**src/darp_consts.vh**
```
`ifndef DARP_CONSTS_VH
`define DARP_CONSTS_VH
`define DARP_ADDR_AUDIO 8'h2B
`define DARP_ADDR_PCLK 8'h2E
`define DARP_ADDR_DUAL 8'h34
`define DARP_RST_AUDIO 8'h00
`define DARP_RST_PCLK 8'h00
`define DARP_RST_DUAL 8'h01
`define DARP_BIT_OVERRUN 3
`define DARP_BIT_UNDERRUN 2
`define DARP_BIT_ERR_CLR 1
`define DARP_BIT_EDGE 0
`define DARP_BIT_EXT_PCLK 7
`define DARP_BIT_LOCK_MODE 6
`define DARP_BIT_RAW_BC 5
`define DARP_BIT_MODE_HI 4
`define DARP_BIT_MODE_LO 3
`define DARP_BIT_P1_SEL 1
`define DARP_BIT_P0_SEL 0
`define DARP_MODE_AUTO 2'h0
`define DARP_MODE_DUAL 2'h1
`define DARP_MODE_PRI 2'h2
`define DARP_MODE_SEC 2'h3
`endif

```
**src/darp_regs.v**
```verilog
// Operation
// RULE_01 - Overrun status read-only at bit 3
// RULE_02 - Underrun status read-only at bit 2
// RULE_03 - Writing 1 to bit 1 clears errors
// RULE_04 - Bit 0 picks audio strobe edge
// RULE_05 - Bit 7 takes pixel clock from test pin
// RULE_06 - Lock mode 0: lock only with video
// RULE_07 - Lock mode 1: lock whenever link up
// RULE_08 - Raw back channel forwards gp pin 0
// RULE_09 - Mode field 01 dual, 10/11 forced single
// RULE_10 - Mode 00 auto-detects from received data
// RULE_11 - Port 1 select: writes hit port1 and shared
// RULE_12 - Port 1 select: reads give port1 and shared
// RULE_13 - Host clears port1 select before port0 reads
// RULE_14 - Port 0 select: port0 and shared access
// RULE_15 - Both set: write both, read port1
// RULE_16 - Video-disabled flag high without active video
// RULE_17 - Auto mode uses serializer dual indication
// RULE_18 - Reserved bits read zero, ignore writes
`timescale 1ns/100ps
`include "darp_consts.vh"
module darp_regs (
  input wire clk,
  input wire rstn,
  input wire ce,
  input wire reg_wr,
  input wire reg_rd,
  input wire [7:0] reg_addr,
  input wire [7:0] reg_wdata,
  output reg [7:0] reg_rdata_q,
  output reg reg_rvalid_q,
  input wire fifo_overrun_evt,
  input wire fifo_underrun_evt,
  input wire link_up,
  input wire active_video,
  input wire ser_dual_link,
  input wire detect_dual,
  input wire local_gp_pin_zero,
  input wire filtered_gp_zero,
  output reg strobe_rising_q,
  output reg ext_pclk_sel_q,
  output reg rx_lock_q,
  output reg video_disabled_q,
  output reg back_channel_bit_q,
  output reg dual_link_active_q,
  output reg use_secondary_q,
  output reg [1:0] port_wr_en_q,
  output reg port_rd_sel_q
);
  reg edge_q;
  reg ext_pclk_q;
  reg lock_mode_q;
  reg raw_bc_q;
  reg [1:0] receive_input_mode_q;
  reg second_port_access_select_q;
  reg first_port_access_select_q;
  wire overrun_q;
  wire underrun_q;
  wire wr_audio;
  wire wr_dual;
  wire err_clr;
  reg [7:0] rdata_d;
  reg dual_d;
  reg sec_d;
  reg lock_d;
  reg bc_d;
  reg [1:0] port_wr_d;
  wire wr_pclk;
  // Reset images of the three registers
  localparam [7:0] RST_AUDIO = `DARP_RST_AUDIO;
  localparam [7:0] RST_PCLK = `DARP_RST_PCLK;
  localparam [7:0] RST_DUAL = `DARP_RST_DUAL;

  assign wr_audio = reg_wr && (reg_addr == `DARP_ADDR_AUDIO);
  assign wr_dual = reg_wr && (reg_addr == `DARP_ADDR_DUAL);
  assign wr_pclk = reg_wr && (reg_addr == `DARP_ADDR_PCLK);
  // RULE_03 clear on write
  // Clear bit is a pulse, so it never reads back as 1
  assign err_clr = wr_audio && reg_wdata[`DARP_BIT_ERR_CLR];

  // RULE_01 overrun flag
  darp_err_flag u_overrun (
    .clk(clk),
    .rstn(rstn),
    .ce(ce),
    .event_in(fifo_overrun_evt),
    .clear_in(err_clr),
    .flag_q(overrun_q)
  );

  // RULE_02 underrun flag
  darp_err_flag u_underrun (
    .clk(clk),
    .rstn(rstn),
    .ce(ce),
    .event_in(fifo_underrun_evt),
    .clear_in(err_clr),
    .flag_q(underrun_q)
  );

  // RULE_04 strobe edge stored
  always @(posedge clk or negedge rstn) begin
    if (!rstn) begin
      edge_q <= RST_AUDIO[`DARP_BIT_EDGE];
    end else if (ce && wr_audio) begin
      edge_q <= reg_wdata[`DARP_BIT_EDGE];
    end
  end

  // RULE_05 pixel clock source stored
  always @(posedge clk or negedge rstn) begin
    if (!rstn) begin
      ext_pclk_q <= RST_PCLK[`DARP_BIT_EXT_PCLK];
    end else if (ce && wr_pclk) begin
      ext_pclk_q <= reg_wdata[`DARP_BIT_EXT_PCLK];
    end
  end

  // RULE_18 only defined bits stored
  always @(posedge clk or negedge rstn) begin
    if (!rstn) begin
      lock_mode_q <= RST_DUAL[`DARP_BIT_LOCK_MODE];
      raw_bc_q <= RST_DUAL[`DARP_BIT_RAW_BC];
      receive_input_mode_q <= RST_DUAL[`DARP_BIT_MODE_HI:`DARP_BIT_MODE_LO];
      second_port_access_select_q <= RST_DUAL[`DARP_BIT_P1_SEL];
      first_port_access_select_q <= RST_DUAL[`DARP_BIT_P0_SEL];
    end else if (ce && wr_dual) begin
      lock_mode_q <= reg_wdata[`DARP_BIT_LOCK_MODE];
      raw_bc_q <= reg_wdata[`DARP_BIT_RAW_BC];
      receive_input_mode_q <= reg_wdata[`DARP_BIT_MODE_HI:`DARP_BIT_MODE_LO];
      second_port_access_select_q <= reg_wdata[`DARP_BIT_P1_SEL];
      first_port_access_select_q <= reg_wdata[`DARP_BIT_P0_SEL];
    end
  end

  // RULE_18 reserved bits read zero
  always @* begin
    rdata_d = 8'h00;
    case (reg_addr)
      `DARP_ADDR_AUDIO: begin
        rdata_d[`DARP_BIT_OVERRUN] = overrun_q;
        rdata_d[`DARP_BIT_UNDERRUN] = underrun_q;
        rdata_d[`DARP_BIT_EDGE] = edge_q;
      end
      `DARP_ADDR_PCLK: begin
        rdata_d[`DARP_BIT_EXT_PCLK] = ext_pclk_q;
      end
      `DARP_ADDR_DUAL: begin
        rdata_d[`DARP_BIT_LOCK_MODE] = lock_mode_q;
        rdata_d[`DARP_BIT_RAW_BC] = raw_bc_q;
        rdata_d[`DARP_BIT_MODE_HI:`DARP_BIT_MODE_LO] = receive_input_mode_q;
        rdata_d[`DARP_BIT_P1_SEL] = second_port_access_select_q;
        rdata_d[`DARP_BIT_P0_SEL] = first_port_access_select_q;
      end
      default: begin
        rdata_d = 8'h00;
      end
    endcase
  end

  // RULE_09 forced modes
  always @* begin
    dual_d = 1'b0;
    sec_d = 1'b0;
    case (receive_input_mode_q)
      `DARP_MODE_DUAL: begin
        dual_d = 1'b1;
      end
      `DARP_MODE_PRI: begin
        dual_d = 1'b0;
      end
      `DARP_MODE_SEC: begin
        sec_d = 1'b1;
      end
      default: begin
        // RULE_10 auto detection
        // RULE_17 serializer indication used
        dual_d = detect_dual | ser_dual_link;
      end
    endcase
  end

  // RULE_06 RULE_07 lock qualifier
  always @* begin
    lock_d = 1'b0;
    if (link_up) begin
      if (lock_mode_q) begin
        // RULE_07 link alone is enough
        lock_d = 1'b1;
      end else begin
        // RULE_06 needs active video
        lock_d = active_video;
      end
    end
  end

  // RULE_08 back channel source
  always @* begin
    if (raw_bc_q) begin
      // Bypasses the pin filter entirely
      bc_d = local_gp_pin_zero;
    end else begin
      bc_d = filtered_gp_zero;
    end
  end

  // RULE_11 RULE_14 RULE_15 write steering
  always @* begin
    port_wr_d = 2'h0;
    if (first_port_access_select_q) begin
      port_wr_d[0] = 1'b1;
    end
    if (second_port_access_select_q) begin
      port_wr_d[1] = 1'b1;
    end
  end

  // Read strobe answered one cycle later
  always @(posedge clk or negedge rstn) begin
    if (!rstn) begin
      reg_rvalid_q <= 1'b0;
    end else if (ce) begin
      reg_rvalid_q <= reg_rd;
    end
  end

  // Read data stands until the next read
  always @(posedge clk or negedge rstn) begin
    if (!rstn) begin
      reg_rdata_q <= 8'h00;
    end else if (ce && reg_rd) begin
      reg_rdata_q <= rdata_d;
    end
  end

  // RULE_04 strobe edge
  always @(posedge clk or negedge rstn) begin
    if (!rstn) begin
      strobe_rising_q <= RST_AUDIO[`DARP_BIT_EDGE];
    end else if (ce) begin
      strobe_rising_q <= edge_q;
    end
  end

  // RULE_05 pixel clock source
  always @(posedge clk or negedge rstn) begin
    if (!rstn) begin
      ext_pclk_sel_q <= RST_PCLK[`DARP_BIT_EXT_PCLK];
    end else if (ce) begin
      ext_pclk_sel_q <= ext_pclk_q;
    end
  end

  // RULE_16 no active video
  always @(posedge clk or negedge rstn) begin
    if (!rstn) begin
      video_disabled_q <= 1'b1;
    end else if (ce) begin
      video_disabled_q <= ~active_video;
    end
  end

  // RULE_06 RULE_07 lock indication
  always @(posedge clk or negedge rstn) begin
    if (!rstn) begin
      rx_lock_q <= 1'b0;
    end else if (ce) begin
      rx_lock_q <= lock_d;
    end
  end

  // RULE_08 raw or filtered back channel
  always @(posedge clk or negedge rstn) begin
    if (!rstn) begin
      back_channel_bit_q <= 1'b0;
    end else if (ce) begin
      back_channel_bit_q <= bc_d;
    end
  end

  // RULE_09 RULE_10 dual link output
  always @(posedge clk or negedge rstn) begin
    if (!rstn) begin
      dual_link_active_q <= 1'b0;
    end else if (ce) begin
      dual_link_active_q <= dual_d;
    end
  end

  // RULE_09 secondary input output
  always @(posedge clk or negedge rstn) begin
    if (!rstn) begin
      use_secondary_q <= 1'b0;
    end else if (ce) begin
      use_secondary_q <= sec_d;
    end
  end

  // RULE_11 RULE_14 write enables
  always @(posedge clk or negedge rstn) begin
    if (!rstn) begin
      port_wr_en_q <= RST_DUAL[`DARP_BIT_P1_SEL:`DARP_BIT_P0_SEL];
    end else if (ce) begin
      port_wr_en_q <= port_wr_d;
    end
  end

  // RULE_12 RULE_15 port1 read priority
  always @(posedge clk or negedge rstn) begin
    if (!rstn) begin
      port_rd_sel_q <= RST_DUAL[`DARP_BIT_P1_SEL];
    end else if (ce) begin
      port_rd_sel_q <= second_port_access_select_q;
    end
  end
endmodule // darp_regs

```
**src/darp_err_flag.v**
```verilog
`timescale 1ns/100ps
// Sticky error flag; a new event wins over a clear in the same cycle
module darp_err_flag (
  input wire clk,
  input wire rstn,
  input wire ce,
  input wire event_in,
  input wire clear_in,
  output reg flag_q
);
  always @(posedge clk or negedge rstn) begin
    if (!rstn) begin
      flag_q <= 1'b0;
    end else if (ce) begin
      if (event_in) begin
        flag_q <= 1'b1;
      end else if (clear_in) begin
        flag_q <= 1'b0;
      end
    end
  end
endmodule // darp_err_flag

```
**config.mk**
```make
export PLATFORM = sky130hd
export DESIGN_NAME = darp_regs
export DESIGN_NICKNAME = d
export VERILOG_FILES = /design/src/darp_regs.v /design/src/darp_err_flag.v
export VERILOG_INCLUDE_DIRS = /design/src
export SDC_FILE = /design/constraint.sdc
export NUM_CORES = 1
export LEC_CHECK = 0
export ABC_AREA = 1
export BUFFER_PORTS_ARGS = -buffer_cell sky130_fd_sc_hd__buf_2
export CAP_MARGIN = 20
export CORE_MARGIN = 3
export CORE_UTILIZATION = 52
export DETAILED_ROUTE_END_ITERATION = 8
export PLACE_DENSITY = 0.83
export SYNTH_ARGS = -nofsm -noshare
export SYNTH_HDL_FRONTEND = slang
export SYNTH_SLANG_ARGS = --single-unit
export TNS_END_PERCENT = 10
```
**constraint.sdc**
```tcl
create_clock -name clk -period 2.45 [get_ports clk]
set_clock_uncertainty 0.1 [all_clocks]
set_input_delay 0.245 -clock clk [delete_from_list [all_inputs] [get_ports clk]]
set_output_delay 0.245 -clock clk [all_outputs]
set_load 0.02 [all_outputs]
```
==> out/qor.txt <==
synthesized instance count: 154
Mapped Area: 1360 µm²
largest net degree at the start of global routing: 29
H-tree levels: 1
Bufs on Longest Clock Path: 2
Tcrit/Tclk final: 56.2%
leakage: 0.950 nW
I/O Buffers: 46
YS warnings: 0
Unique masters post-synth: 26
final instance area: 1630 µm²
# IOs: 48
GRT Total Usage: 19.6%
Avg Synthesized Cell Area: 8.85 µm²
slew margin rel.: 59.6%
Seq/Total Area, Yosys: 51.7%
CTS clock-pin slew for the worst setup and hold paths: 140 ps
worst path bufs/invs: 1
final net count: 231
highest-count cells in the layout ignoring fill and taps: nand2_1 (53), buf_2 (46), dfrtp_1 (25), nand3_1 (21), inv_1 (15)
vias: 1168
die span in y: 57.2 µm
vias per inst: 5.10
#FFs+latches synth: 28
area post-placement: 1590 µm²
Rows: 17
post-layout util: 69.8%
Post-Route Setup TNS: 0 ps
TritonCTS clock tree: built
# Post-CTS Setup Buffers: 0
critical path's top delay family: flip-flops
Yosys top cell area share: 45.9%
# setup viols final: 0
FMAX: 726 MHz
Routed Antenna Nets: 0
die width: 57.2 µm
CP required: 2110 ps
CP Capture Type: primary output
area grow syn2layout: 19.9%
area leader, netlist: dfrtp_1
placed cell count: 223
Detailed Route Iter0 Violations: 32
commonest non-fill, non-tap cell in the layout: nand2_1
Overflow after GRT: 0
worst min path class: in2reg
min Tclk post-route: 1380 ps
slew of the pin with the lowest slew margin: 606 ps
critical path class: reg2out
DRC violations left: 0
Crit-path slowest cell: dfstp_2
# Max-Cap Violations: 0
antenna violations before repair: 0
root buffer selected by CTS: clkbuf_4
routed len/inst: 12.7 µm
Power Density: 481 nW/µm²
first-pass GRT wire length: 5170 µm
fin. max-slew vios: 0
core footprint: 2340 µm²
unrepaired setup endpoints after global routing: no
CTS buffer count: 3
Mapped Nets: 183
Clock Latency Late Sink: 310 ps
DP Wirelength: 2230 µm
status: complete, no violations
total die area: 3270 µm²
Initial Utilization: 58.2%
worst path cell trace: buf_2
fin cells: 229
drt total wl: 2920 µm
Pwr Total: 786 µW
Worst Path Max Fanout: 2
# diodes: 0
startpoint types: register
leading post-synthesis cells by cell area: dfrtp_1 (46%), nand2_1 (15%), nand3_1 (7.7%), dfstp_2 (5.8%), inv_1 (4.1%)
vias in the first global route: 1197
crit path DAT: 1030 ps
routability congestion estimate: 0.754
dpl ws: 952 ps
Final WS setup: 1070 ps
WHS: 25.6 ps
Peak VDD IR: 0.292 mV
final hold viol count: 0
clock sink total: 28
CP max stage delay: 560 ps
drt pass-1 iters: 4
share of cells above drive strength 1: 33.3%
==> cell type report <==
class	count	area, µm²
Fill cell	197	706
Sequential cell	28	704
Multi-Input combinational cell	104	552
Timing Repair Buffer	48	250
Inverter	17	66.3
Tap cell	28	35.0
Clock buffer	4	26.3
==> synth_stat cells (all sizes together) <==
cell type,count
nor3,1
dfrtp,25
inv,17
nand3,23
dfstp,3
nand2,55
o211ai,1
nor2,10
a31oi,1
mux2,4
nand4,2
a21oi,1
o22ai,1
o21ai,5
buf,5
==> worst reg2reg max path, delay by kind of cell (launching register included) <==
kind / cells / cell delay, ps
and+or+nand+nor: 4 / 240
DFF: 1 / 570
==> path summary, 6_finish.rpt <==
check / startpoint / to / slack [ps] / depth (start not counted)
worst min register to register: reg_rdata_q[6] / reg_rdata_q[6] / 390 / 2
max in group asynchronous: rstn / u_underrun.flag_q / 1500 / 2
worst max-delay path: video_disabled_q / video_disabled_q / 1070 / 1
worst min-delay path: fifo_underrun_evt / u_underrun.flag_q / 30 / 3
min in group asynchronous: rstn / ext_pclk_q / 360 / 2
worst max register to register: first_port_access_select_q / reg_rdata_q[0] / 1480 / 4
==> what timing repair did <==
action | 4_1_cts | 5_1_grt
endpoints found under the hold margin | 26 | 0
resized for setup | 0 | 0
hold buffers | 2 | 0
==> power by group <==
part | switching [mW] | internal [mW] | leakage (nW)
Combinational | 0.0701 | 0.0396 | 0.574
Clock | 0.127 | 0.0636 | 0.0150
Sequential | 0.00814 | 0.477 | 0.361
Total | 0.206 | 0.580 | 0.950
==> kinds of logic (layout without fill, tap and decap cells) <==
kind of cell	Yosys count	count (layout)	share of synthesized area, %
compound gates	9	9	3.67
buf+inv	22	69	7.81
flops	28	28	51.7
mux	4	4	3.31
simple gates	91	91	33.5
==> sequential cells by signal, indices dropped and copies added (netlist names) <==
register / cells
reg_rdata_q: 8
u_overrun.flag_q: 1
dual_link_active_q: 1
strobe_rising_q: 1
receive_input_mode_q: 2
ext_pclk_sel_q: 1
port_wr_en_q: 2
use_secondary_q: 1
rx_lock_q: 1
video_disabled_q: 1
second_port_access_select_q: 1
ext_pclk_q: 1
lock_mode_q: 1
reg_rvalid_q: 1
back_channel_bit_q: 1
edge_q: 1
u_underrun.flag_q: 1
raw_bc_q: 1
first_port_access_select_q: 1
==> per-layer routing <==
metal,vias to the layer above,share of wire (%),GRT usage [%]
met1,546,42,25.1
met4,0,0.48,3.97
met2,34,52,35.1
met5,-,0,0
met3,2,5.5,3.17
li1,586,-,-
Power figures use the tool's default switching activity.
